`config.mk`:
```
export PLATFORM = sky130hd
export DESIGN_NAME = mci_core
export DESIGN_NICKNAME = d
export VERILOG_FILES = /design/src/mci_pkg.sv /design/src/mci_core.sv
export SDC_FILE = /design/constraint.sdc
export NUM_CORES = 1
export LEC_CHECK = 0
export ABC_AREA = 1
export BUFFER_PORTS_ARGS = -buffer_cell sky130_fd_sc_hd__buf_2
export CORE_MARGIN = 1.5
export CORE_UTILIZATION = 35
export DETAILED_ROUTE_END_ITERATION = 16
export PLACE_DENSITY_LB_ADDON = 0.1
export SYNTH_ARGS = -nofsm -noshare
export SYNTH_HDL_FRONTEND = slang
export SYNTH_SLANG_ARGS = --single-unit
```
`constraint.sdc`:
```
create_clock -name i_clk -period 2.2 [get_ports i_clk]
set_input_delay 0.11 -clock i_clk [delete_from_list [all_inputs] [get_ports i_clk]]
set_output_delay 0.11 -clock i_clk [all_outputs]
set_load 0.1 [all_outputs]
```
`src/mci_pkg.sv`:
```
// Package with constants and carrier types for the instruction subset core block.
// Summary of operation
// [RL1] Bit toggle 0111 bbba ffff ffff inverts one bit; flags untouched.
// [RL2] Access flag 0 picks access bank; 1 picks bank select register bank.
// [RL3] Flag 0, extended set on, address <= 95: indexed literal offset addressing.
// [RL4] Opcode 1110 0100 branches only when overflow is one; flags untouched.
// [RL5] Opcode 1110 0000 branches only when zero is one; flags untouched.
// [RL6] Taken branch: signed offset, target is incremented address plus twice offset.
// [RL7] Branch: one cycle untaken; taken writes PC in Q4, then idle cycle.
// [RL8] Call pushes address of following instruction, call address plus 4.
// [RL9] Call fast-save flag 1 copies working, status, bank select into shadows.
// [RL10] Call loads 20-bit target into PC bits 20..1; flags untouched.
// [RL11] Call words: 1110 110s k7..k0, then 1111 k19..k8.
// [RL12] Call takes two cycles: read, push, read high, write PC, then idle.
// [RL13] Clear 0110 101a ffff ffff writes zero and sets zero flag only.
// [RL14] Register ops: decode Q1, read Q2, compute Q3, write back Q4.
package mci_pkg;
  localparam int PC_W = 21;
  localparam int DA_W = 12;
  localparam logic [1:0] PH_Q1 = 2'h0;
  localparam logic [1:0] PH_Q2 = 2'h1;
  localparam logic [1:0] PH_Q3 = 2'h2;
  localparam logic [1:0] PH_Q4 = 2'h3;
  localparam logic [3:0] OPC_BIT_TOGGLE = 4'h7;
  localparam logic [6:0] OPC_CLEAR = 7'h35;
  localparam logic [7:0] OPC_BRANCH_OV = 8'he4;
  localparam logic [7:0] OPC_BRANCH_Z = 8'he0;
  localparam logic [6:0] OPC_CALL_FIRST = 7'h76;
  localparam logic [3:0] OPC_CALL_SECOND = 4'hf;
  localparam logic [7:0] INDEXED_LIMIT = 8'h5f;
  localparam logic [7:0] ACCESS_SPLIT = 8'h60;
  localparam logic [3:0] ACCESS_LO_BANK = 4'h0;
  localparam logic [3:0] ACCESS_HI_BANK = 4'hf;
  localparam int ZERO_BIT = 0;
  localparam int OVF_BIT = 3;
  localparam logic [PC_W-1:0] PC_STEP = 21'h000002;
  localparam logic [PC_W-1:0] PC_RESET = 21'h000000;
  localparam logic [7:0] BYTE_ZERO = 8'h00;
  localparam logic [7:0] BIT_ONE = 8'h01;

  typedef enum logic [2:0] {
    K_NONE,
    K_BIT_TOGGLE,
    K_CLEAR,
    K_BRANCH_OV,
    K_BRANCH_Z,
    K_CALL
  } mci_kind_e;

  typedef enum logic {
    ST_EXEC,
    ST_IDLE
  } mci_state_e;

  typedef struct packed {
    logic [DA_W-1:0] addr;
    logic [7:0] wdata;
  } mci_dm_req_s;

  typedef struct packed {
    logic [7:0] working;
    logic [7:0] flags;
    logic [3:0] bank;
  } mci_shadow_s;
endpackage : mci_pkg

```
`src/mci_core.sv`:
```
// Decode and execute logic for bit toggle, two branches, subroutine call and register clear.
//
// The plain strobed port and the placing of the registers are this design's own decisions.
`timescale 1ns/1ps
module mci_core
(
  // Clock and reset.
  input wire logic i_clk,
  input wire logic i_rstn,
  // Program memory fetch path.
  input wire logic [15:0] i_prog_word,
  output logic [mci_pkg::PC_W-1:0] o_prog_addr,
  output logic [mci_pkg::PC_W-1:0] o_pc,
  // Core state read from the datapath.
  input wire logic i_ext_set_en,
  input wire logic [mci_pkg::DA_W-1:0] i_index_base,
  input wire logic [3:0] i_bank_select_reg,
  input wire logic [7:0] i_working,
  input wire logic [7:0] i_status,
  // Data memory.
  input wire logic [7:0] i_dm_rdata,
  output logic o_dm_rd,
  output logic o_dm_wr,
  output mci_pkg::mci_dm_req_s o_dm,
  output logic o_zero_set,
  // Return stack and shadow registers.
  output logic o_push,
  output logic [mci_pkg::PC_W-1:0] o_return_stack_top,
  output logic o_shadow_save,
  output mci_pkg::mci_shadow_s o_shadow,
  // Phase of the instruction cycle.
  output logic [1:0] o_phase
);
  import mci_pkg::*;

  function automatic mci_kind_e decode_word(input logic [15:0] w);
    mci_kind_e k;
    k = K_NONE;
    if (w[15:12] == OPC_BIT_TOGGLE)
      k = K_BIT_TOGGLE; // [RL1]
    else if (w[15:9] == OPC_CLEAR)
      k = K_CLEAR; // [RL13]
    else if (w[15:8] == OPC_BRANCH_OV)
      k = K_BRANCH_OV; // [RL4]
    else if (w[15:8] == OPC_BRANCH_Z)
      k = K_BRANCH_Z; // [RL5]
    else if (w[15:9] == OPC_CALL_FIRST)
      k = K_CALL; // [RL11]
    return k;
  endfunction : decode_word

  // Effective data address; the bank bits come from the bank select register only when the access flag is 1.
  function automatic logic [DA_W-1:0] data_addr(input logic [15:0] w,
                                                input logic ext_en,
                                                input logic [DA_W-1:0] base,
                                                input logic [3:0] bank);
    logic [DA_W-1:0] a;
    a = {bank, w[7:0]}; // [RL2]
    if (!w[8])
    begin
      if (ext_en && w[7:0] <= INDEXED_LIMIT)
        a = base + {4'h0, w[7:0]}; // [RL3]
      else if (w[7:0] < ACCESS_SPLIT)
        a = {ACCESS_LO_BANK, w[7:0]}; // [RL2]
      else
        a = {ACCESS_HI_BANK, w[7:0]}; // [RL2]
    end
    return a;
  endfunction : data_addr

  logic [1:0] phase_reg, phase_next;
  mci_state_e state_reg, state_next;
  mci_kind_e kind_reg, kind_next;
  logic [15:0] ir_reg, ir_next;
  logic [PC_W-1:0] pc_reg, pc_next;
  logic [PC_W-1:0] prog_addr_reg, prog_addr_next;
  logic taken_reg, taken_next;
  logic call_ok_reg, call_ok_next;
  logic dm_rd_reg, dm_rd_next;
  logic dm_wr_reg, dm_wr_next;
  mci_dm_req_s dm_reg, dm_next;
  logic zero_set_reg, zero_set_next;
  logic push_reg, push_next;
  logic [PC_W-1:0] tos_reg, tos_next;
  logic shadow_save_reg, shadow_save_next;
  mci_shadow_s shadow_reg, shadow_next;
  logic [PC_W-1:0] branch_disp;

  // Offset doubled and sign extended to the program counter width.
  assign branch_disp = {{(PC_W-9){ir_reg[7]}}, ir_reg[7:0], 1'b0}; // [RL6]

  always_comb
  begin
    phase_next = phase_reg + 2'h1;
    state_next = state_reg;
    kind_next = kind_reg;
    ir_next = ir_reg;
    pc_next = pc_reg;
    prog_addr_next = prog_addr_reg;
    taken_next = taken_reg;
    call_ok_next = call_ok_reg;
    dm_rd_next = 1'b0;
    dm_wr_next = 1'b0;
    dm_next = dm_reg;
    zero_set_next = 1'b0;
    push_next = 1'b0;
    tos_next = tos_reg;
    shadow_save_next = 1'b0;
    shadow_next = shadow_reg;
    case (phase_reg)
      PH_Q1:
      begin
        if (state_reg == ST_EXEC)
        begin
          // Decode; point the fetch path at the following word for a call.
          ir_next = i_prog_word;
          kind_next = decode_word(i_prog_word); // [RL14]
          prog_addr_next = pc_reg + PC_STEP;
        end
        else
          kind_next = K_NONE; // [RL7] [RL12]
      end
      PH_Q2:
      begin
        if (state_reg == ST_EXEC)
          pc_next = pc_reg + PC_STEP;
        case (kind_reg)
          K_BIT_TOGGLE, K_CLEAR:
          begin
            dm_rd_next = 1'b1; // [RL14]
            dm_next.addr = data_addr(ir_reg, i_ext_set_en, i_index_base, i_bank_select_reg);
          end
          K_BRANCH_OV:
            taken_next = i_status[OVF_BIT]; // [RL4]
          K_BRANCH_Z:
            taken_next = i_status[ZERO_BIT]; // [RL5]
          default:
            taken_next = 1'b0;
        endcase
      end
      PH_Q3:
      begin
        case (kind_reg)
          K_BIT_TOGGLE:
            dm_next.wdata = i_dm_rdata ^ (BIT_ONE << ir_reg[11:9]); // [RL1] [RL14]
          K_CLEAR:
            dm_next.wdata = BYTE_ZERO; // [RL13]
          K_CALL:
          begin
            // Push only when the second word really belongs to the call.
            call_ok_next = (i_prog_word[15:12] == OPC_CALL_SECOND); // [RL11]
            if (i_prog_word[15:12] == OPC_CALL_SECOND)
            begin
              push_next = 1'b1; // [RL12]
              tos_next = pc_reg + PC_STEP; // [RL8]
              if (ir_reg[8])
              begin
                shadow_save_next = 1'b1; // [RL9]
                shadow_next.working = i_working;
                shadow_next.flags = i_status;
                shadow_next.bank = i_bank_select_reg;
              end
            end
          end
          default:
            call_ok_next = 1'b0;
        endcase
      end
      PH_Q4:
      begin
        state_next = ST_EXEC;
        case (kind_reg)
          K_BIT_TOGGLE:
            dm_wr_next = 1'b1; // [RL14]
          K_CLEAR:
          begin
            dm_wr_next = 1'b1; // [RL14]
            zero_set_next = 1'b1; // [RL13]
          end
          K_BRANCH_OV, K_BRANCH_Z:
            if (taken_reg)
            begin
              pc_next = pc_reg + branch_disp; // [RL6]
              state_next = ST_IDLE; // [RL7]
            end
          K_CALL:
            if (call_ok_reg)
            begin
              pc_next = {i_prog_word[11:0], ir_reg[7:0], 1'b0}; // [RL10] [RL12]
              state_next = ST_IDLE; // [RL12]
            end
          default:
            state_next = ST_EXEC;
        endcase
        prog_addr_next = pc_next;
      end
      default:
        phase_next = PH_Q1;
    endcase
  end

  always_ff @(posedge i_clk or negedge i_rstn)
  begin
    if (!i_rstn)
    begin
      phase_reg <= PH_Q1;
      state_reg <= ST_EXEC;
      kind_reg <= K_NONE;
      ir_reg <= 16'h0000;
      pc_reg <= PC_RESET;
      prog_addr_reg <= PC_RESET;
      taken_reg <= 1'b0;
      call_ok_reg <= 1'b0;
      dm_rd_reg <= 1'b0;
      dm_wr_reg <= 1'b0;
      dm_reg <= '0;
      zero_set_reg <= 1'b0;
      push_reg <= 1'b0;
      tos_reg <= PC_RESET;
      shadow_save_reg <= 1'b0;
      shadow_reg <= '0;
    end
    else
    begin
      phase_reg <= phase_next;
      state_reg <= state_next;
      kind_reg <= kind_next;
      ir_reg <= ir_next;
      pc_reg <= pc_next;
      prog_addr_reg <= prog_addr_next;
      taken_reg <= taken_next;
      call_ok_reg <= call_ok_next;
      dm_rd_reg <= dm_rd_next;
      dm_wr_reg <= dm_wr_next;
      dm_reg <= dm_next;
      zero_set_reg <= zero_set_next;
      push_reg <= push_next;
      tos_reg <= tos_next;
      shadow_save_reg <= shadow_save_next;
      shadow_reg <= shadow_next;
    end
  end

  // The status flags are never written here except the zero flag set by clear.
  assign o_prog_addr = prog_addr_reg;
  assign o_pc = pc_reg;
  assign o_dm_rd = dm_rd_reg;
  assign o_dm_wr = dm_wr_reg;
  assign o_dm = dm_reg;
  assign o_zero_set = zero_set_reg;
  assign o_push = push_reg;
  assign o_return_stack_top = tos_reg;
  assign o_shadow_save = shadow_save_reg;
  assign o_shadow = shadow_reg;
  assign o_phase = phase_reg;
endmodule : mci_core

```
==> impl_metrics.json, run 1 <==
{
  "run_status": "complete, no violations",
  "leakagePower_nw": 5.85,
  "grt_use_total": 0.238,
  "finalNetCount": 1482,
  "synth-async-reset-ratio": 1.00,
  "min_path_type": "in -> reg",
  "netlist_top_cells_area": "sky130_fd_sc_hd__dfrtp_1 40%, sky130_fd_sc_hd__nand2_1 17%, sky130_fd_sc_hd__nand3_1 6.3%, sky130_fd_sc_hd__inv_1 6.3%, sky130_fd_sc_hd__o21ai_0 5.3%",
  "timing.final.crit_period_ns": 2.09,
  "drtPass1Iterations": 7,
  "htree_levels": 4,
  "synth.ff_latch_count": 128,
  "worstPathCellList": "buf_4, inv_1, nor3_4, buf_4, inv_1, nor2_1, xor2_1, or2_2, nand3_1, nand2_1",
  "rd_place_congestion": 0.888,
  "fin_total_pwr_w": 0.00959,
  "ios": 169,
  "cp-startpoint": "o_pc[1]",
  "dpl-instance-area_sq_um": 9710,
  "crit_slowest_cell": "sky130_fd_sc_hd__dfrtp_4",
  "total_wirelength_of_the_detailed_routed_design_mm": 28.3,
  "area_inside_the_core_boundary_sq_um": 22500,
  "critical_path.reg2reg.endpoint": "o_prog_addr[6]",
  "hold_slack_ns": 0.0118,
  "cp_slowest_stage_delay_ns": 0.43,
  "max_rail_drop_vdd_v": 0.000536,
  "critPathLaunchType": "register",
  "post-route-drc-count": 0,
  "timing.rr.start": "o_pc[1]",
  "clock_tree.root_cell": "sky130_fd_sc_hd__clkbuf_16",
  "crit_path_max_fo": 5,
  "drive_above_1_share": 0.277,
  "synthesis_warnings": 0,
  "antenna_violations_before_repair": 0,
  "placement.io_buffers": 168,
  "first_global_vias": 8049,
  "dpl.cell_count": 1612,
  "grt_overflow": 0,
  "synth_ff_type": "sky130_fd_sc_hd__dfrtp_1",
  "die_width_um": 154,
  "netlist_cell_types": 47,
  "timing.critical_path.to_type": "register",
  "number_of_antenna_repair_diodes": 0,
  "postSynthAreaPerCell_sq_um": 7.19,
  "starting_utilization_of_the_core_area": 0.355,
  "slew_headroom": 0.644,
  "cts_num_sinks": 128,
  "postRouteAntennaNets": 0,
  "die_height_um": 154,
  "transition_time_at_the_pin_with_the_least_slew_margin_ns": 0.534,
  "regToRegSetupSlack_ns": 0.11,
  "cts.clk_slew.worst_paths_ns": 0.06,
  "finalCritPeriodShare": 0.948,
  "clk_latency_ns": 0.42,
  "std_cell_rows": 55,
  "final_hold_viol_count": 0,
  "grt_setup_unrepaired": "yes",
  "yosys.cell_count.top_type": "sky130_fd_sc_hd__nand2_1",
  "setup_viol": 0,
  "critical_path.endpoint": "o_prog_addr[6]",
  "netlist_area_sq_um": 7990,
  "grt_first_pass_wirelength_mm": 43.8,
  "critical_path_arrival_ns": 2.38,
  "synth_sequential_area_ratio": 0.401,
  "max_capacitance_violation_count": 0,
  "stdcell_count": 1687,
  "post_synth_inst_count": 1111,
  "setup_cp_type": "reg -> reg",
  "fin_area_sq_um": 11100,
  "fillers": 2267,
  "fp.dieArea_sq_um": 23700,
  "fmax_mhz": 480,
  "drt_iter0_markers": 532,
  "area_delta_synth_final_pct": 38.5,
  "yosys-top-cells-count": "369 x sky130_fd_sc_hd__nand2_1, 133 x sky130_fd_sc_hd__inv_1, 128 x sky130_fd_sc_hd__dfrtp_1, 100 x sky130_fd_sc_hd__nand3_1, 85 x sky130_fd_sc_hd__o21ai_0",
  "yosys.area.top_type": "sky130_fd_sc_hd__dfrtp_1",
  "post-dp-hpwl_mm": 21.3,
  "tritoncts": "built",
  "report.final.slew_viol_count": 0,
  "clockBufferDepth": 2,
  "required_ns": 2.50,
  "via_per_inst": 4.96,
  "syn-num-nets": 1204,
  "dr_total_vias": 8360,
  "powerDensity_nw_per_um2": 867,
  "area_fraction_of_the_dominant_cell_type_after_synthesis": 0.401,
  "finalCoreUtilization": 0.491,
  "cts-buffers-inserted": 17,
  "reg2regPathDepth": 10,
  "wl_per_cell_um": 16.8,
  "pin_count_of_the_biggest_net_entering_global_routing": 47,
  "finalClockSkew_ns": 0.0105,
  "synth-edff-count": 0
}
per-layer routing:
metal	track usage	routed length, um	vias to the layer above
met4	0.0781	620	0
met1	0.310	12800	3934
li1	-	-	4146
met2	0.407	13600	247
met5	0	0	-
met3	0.0352	1260	33
power by group:
part	internal, W	leakage [nW]	switching [W]	total [W]
registers	0.00260	1.56	0.000198	0.00280
logic	0.000964	3.99	0.00285	0.00381
clock network	0.00181	0.298	0.00117	0.00298
cell families after synthesis:
family,after synthesis,synth area share
AOI/OAI and AO/OA,193,0.132
xor gates and xnor gates,31,0.0340
adders and majority gates,34,0.0551
buffers and inverters,171,0.0841
DFF,128,0.401
and+or+nand+nor,554,0.294
worst min-delay path by stage:
| stage | slack [ns] | cells after the start | startpoint | endpoint |
|---|---|---|---|---|
| after floorplan | -0.19 | 0 | i_rstn | call_ok_reg |
| after global placement | 0.1 | 1 | i_rstn | o_dm[13] |
| after detailed placement | 0.10 | 1 | i_rstn | o_dm[13] |
| after CTS | 0.002 | 3 | i_dm_rdata[5] | o_dm[5] |
| after global routing | 0.02 | 3 | i_dm_rdata[2] | o_dm[2] |
| final | 0.01 | 3 | i_prog_word[8] | ir_reg[8] |
worst max-delay path: cells and delay by family (launching register included):
family,cells,cell delay (ns)
flops,1,0.43
simple gates,5,0.94
xor+xnor,1,0.12
buf+inv,4,0.47
per-stage QoR:
step	TNS, ns	setup WS (ns)
3_3_place_gp	-0.101	-0.0664
4_1_cts	0	0.00804
2_1_floorplan	0	0.00794
5_1_grt	-0.151	-0.0495
3_5_place_dp	-0.184	-0.0751
6_report	0	0.115
final cells by class:
class / count / area [sq um] / area share
clock buffer: 18 / 429 / 0.0388
clock inverter: 14 / 180 / 0.0163
inverter: 142 / 537 / 0.0485
multi-input combinational: 812 / 4450 / 0.402
sequential: 128 / 3240 / 0.293
tap: 285 / 357 / 0.0322
timing repair buffer: 288 / 1880 / 0.170
cells in the final DEF (no fill, tap or decap), types with 9 or more instances in the layout:
cell type                       count
sky130_fd_sc_hd__dfrtp_2           20
sky130_fd_sc_hd__nand2_1          353
sky130_fd_sc_hd__nand2_2           18
sky130_fd_sc_hd__clkbuf_16         17
sky130_fd_sc_hd__ha_4              14
sky130_fd_sc_hd__dlygate4sd3_1     33
sky130_fd_sc_hd__inv_2             10
sky130_fd_sc_hd__a21oi_2            9
sky130_fd_sc_hd__ha_1              17
sky130_fd_sc_hd__o21ai_1           16
sky130_fd_sc_hd__buf_2            167
sky130_fd_sc_hd__nor2_1            41
sky130_fd_sc_hd__buf_4             82
sky130_fd_sc_hd__o21ai_0           82
sky130_fd_sc_hd__dfrtp_1          106
sky130_fd_sc_hd__nand3_1           94
sky130_fd_sc_hd__xor2_1            27
sky130_fd_sc_hd__inv_1            130
sky130_fd_sc_hd__a21oi_1           58
repair_timing:
| item | in CTS | in global routing |
|---|---|---|
| pin swaps | 0 | 15 |
| setup endpoints to repair | 8 | 31 |
| hold buffers | 33 | 0 |
| resized for setup | 4 | 67 |
| buffers inserted | 1 | 9 |
| endpoints found under the hold margin | 76 | 0 |
No activity file was read; power rests on OpenSTA's default activity.
==> run 2: changes to the inputs <==
--- a/config.mk
+++ b/config.mk
@@ -7,7 +7,7 @@
 export LEC_CHECK = 0
 export ABC_AREA = 1
 export BUFFER_PORTS_ARGS = -buffer_cell sky130_fd_sc_hd__buf_2
-export CORE_MARGIN = 1.5
+export CORE_ASPECT_RATIO = 0.5
 export CORE_UTILIZATION = 35
 export DETAILED_ROUTE_END_ITERATION = 16
 export PLACE_DENSITY_LB_ADDON = 0.1
==> run 2 against run 1 <==
Effect of this change: combinational power about the same; flip-flop and latch count unchanged; highest routed layer unchanged; routed wire length down 0.59%; critical endpoint is now o_prog_addr[20]; global-route usage up 0.36 points; cell count up 1.1%; largest power group unchanged; core utilization up 1.0 points; critical path type unchanged; non-clock buffer count up 4; register-to-register slack about the same; total power down 2.3%; worst setup slack worse by 0.0013 ns; clock skew about the same; via count about the same.
==> impl_metrics.json, run 2 (synthesis gave the netlist of run 1 again) <==
{
  "run_status": "complete, no violations",
  "rd_place_congestion": 0.956,
  "htree_levels": 4,
  "std_cell_rows": 38,
  "fmax_mhz": 479,
  "cp-startpoint": "ir_reg[7]",
  "report.final.slew_viol_count": 0,
  "die_width_um": 216,
  "required_ns": 2.52,
  "finalNetCount": 1486,
  "final.setup.tns_ns": 0,
  "grt_first_pass_wirelength_mm": 43.8,
  "critical_path.endpoint": "o_prog_addr[20]",
  "antenna_violations_before_repair": 0,
  "critPathLaunchType": "register",
  "transition_time_at_the_pin_with_the_least_slew_margin_ns": 0.581,
  "crit_path_max_fo": 8,
  "area_delta_synth_final_pct": 38.3,
  "via_per_inst": 4.90,
  "critical_path_arrival_ns": 2.40,
  "clk_latency_ns": 0.43,
  "final_common_cell": "sky130_fd_sc_hd__nand2_1",
  "timing.final.crit_period_ns": 2.09,
  "postRouteAntennaNets": 0,
  "placement.io_buffers": 168,
  "dr_total_vias": 8355,
  "finalClockSkew_ns": 0.0108,
  "area_inside_the_core_boundary_sq_um": 22000,
  "setup_cp_type": "reg -> reg",
  "timing.rr.start": "ir_reg[7]",
  "die_height_um": 109,
  "starting_utilization_of_the_core_area": 0.363,
  "top_library_cells_by_usage_in_the_layout_fill_and_taps_aside": "357 x sky130_fd_sc_hd__nand2_1, 167 x sky130_fd_sc_hd__buf_2, 132 x sky130_fd_sc_hd__inv_1",
  "grt_setup_unrepaired": "yes",
  "cts-buffers-inserted": 17,
  "final_hold_viol_count": 0,
  "wl_per_cell_um": 16.5,
  "timing.critical_path.to_type": "register",
  "max_rail_drop_vdd_v": 0.000455,
  "clock_tree.root_cell": "sky130_fd_sc_hd__clkbuf_16",
  "first_global_vias": 8065,
  "clockBufferDepth": 2,
  "post-route-drc-count": 0,
  "cts_num_sinks": 128,
  "finalCoreUtilization": 0.502,
  "leakagePower_nw": 5.83,
  "cts.clk_slew.worst_paths_ns": 0.06,
  "ios": 169,
  "reg2regPathDepth": 12,
  "min_path_type": "in -> reg",
  "drt_iter0_markers": 556,
  "total_wirelength_of_the_detailed_routed_design_mm": 28.1,
  "regToRegSetupSlack_ns": 0.11,
  "slew_headroom": 0.613,
  "grt_overflow": 0,
  "max_capacitance_violation_count": 0,
  "grt_use_total": 0.242,
  "pin_count_of_the_biggest_net_entering_global_routing": 46,
  "setup_viol": 0,
  "drive_above_1_share": 0.279,
  "critical_path.reg2reg.endpoint": "o_prog_addr[20]",
  "post-dp-hpwl_mm": 21.2,
  "tritoncts": "built",
  "hold_slack_ns": 0.0214,
  "finalCritPeriodShare": 0.948,
  "powerDensity_nw_per_um2": 848,
  "fp.dieArea_sq_um": 23500,
  "number_of_antenna_repair_diodes": 0,
  "drtPass1Iterations": 7
}
==> run 2: metrics by stage <==
| step | instance area, sq um | setup slack, ns | power [W] | std cells |
|---|---|---|---|---|
| final | 11000 | 0.114 | 0.00937 | 1706 |
| after detailed placement | 9740 | -0.157 | 0.00635 | 1630 |
| after global routing | 11000 | -0.0608 | 0.00980 | 1706 |
| after global placement | 9740 | -0.163 | 0.00634 | 1630 |
| after floorplan | 8030 | 0.00794 | 0.00541 | 1111 |
| after CTS | 10700 | 0.00246 | 0.00923 | 1699 |
==> run 2: timing repair <==
| action | CTS | global route |
|---|---|---|
| pin swaps | 0 | 14 |
| setup buffers | 1 | 7 |
| endpoints found under the hold margin | 73 | 0 |
| endpoints found under the setup margin | 10 | 34 |
| hold buffers | 36 | 0 |
| gates resized for setup | 10 | 58 |
==> run 2: cell type report <==
cell class | count | area, sq um
repair buffers | 292 | 1900
flip-flops and latches | 128 | 3240
fillers | 2143 | 11000
clock buffers | 20 | 467
multi-input cells | 812 | 4430
inverters | 142 | 533
well taps | 300 | 375
clock inverters | 12 | 109
==> run 2: where the power goes <==
group          internal (W)  switching, W  total (W)
Clock               0.00164       0.00114    0.00279
Sequential          0.00260      0.000200    0.00280
Combinational      0.000935       0.00285    0.00378
Total               0.00518       0.00419    0.00937
==> run 2: worst max-delay path, cell delays in order, from the launching register on <==
cell	delay, ns
sky130_fd_sc_hd__dfrtp_2	0.46
sky130_fd_sc_hd__buf_8	0.17
sky130_fd_sc_hd__ha_1	0.34
sky130_fd_sc_hd__nand2_1	0.11
sky130_fd_sc_hd__nor2_2	0.13
sky130_fd_sc_hd__and2_1	0.17
sky130_fd_sc_hd__nand3_1	0.10
sky130_fd_sc_hd__nand4_1	0.11
sky130_fd_sc_hd__nand3_1	0.11
sky130_fd_sc_hd__nand2_1	0.08
sky130_fd_sc_hd__nand2_1	0.06
sky130_fd_sc_hd__nand3_1	0.07
sky130_fd_sc_hd__nand2_1	0.05
==> run 2: how the worst min path moves through the flow <==
| stage | startpoint | to | cells past startpoint |
|---|---|---|---|
| finish | i_dm_rdata[4] | o_dm[4] | 3 |
| global route | i_dm_rdata[4] | o_dm[4] | 3 |
| CTS | i_dm_rdata[5] | o_dm[5] | 3 |
| detailed placement | i_rstn | o_shadow[14] | 1 |
| global placement | i_rstn | o_shadow[14] | 1 |
| floorplan | i_rstn | call_ok_reg | 0 |
==> run 2: per-layer routing <==
layer	vias up	global-route usage	wire length (um)
li1	4163	-	-
met1	3918	0.342	13500
met2	234	0.381	12600
met3	40	0.0391	1420
met4	0	0.0709	571
met5	-	0	0
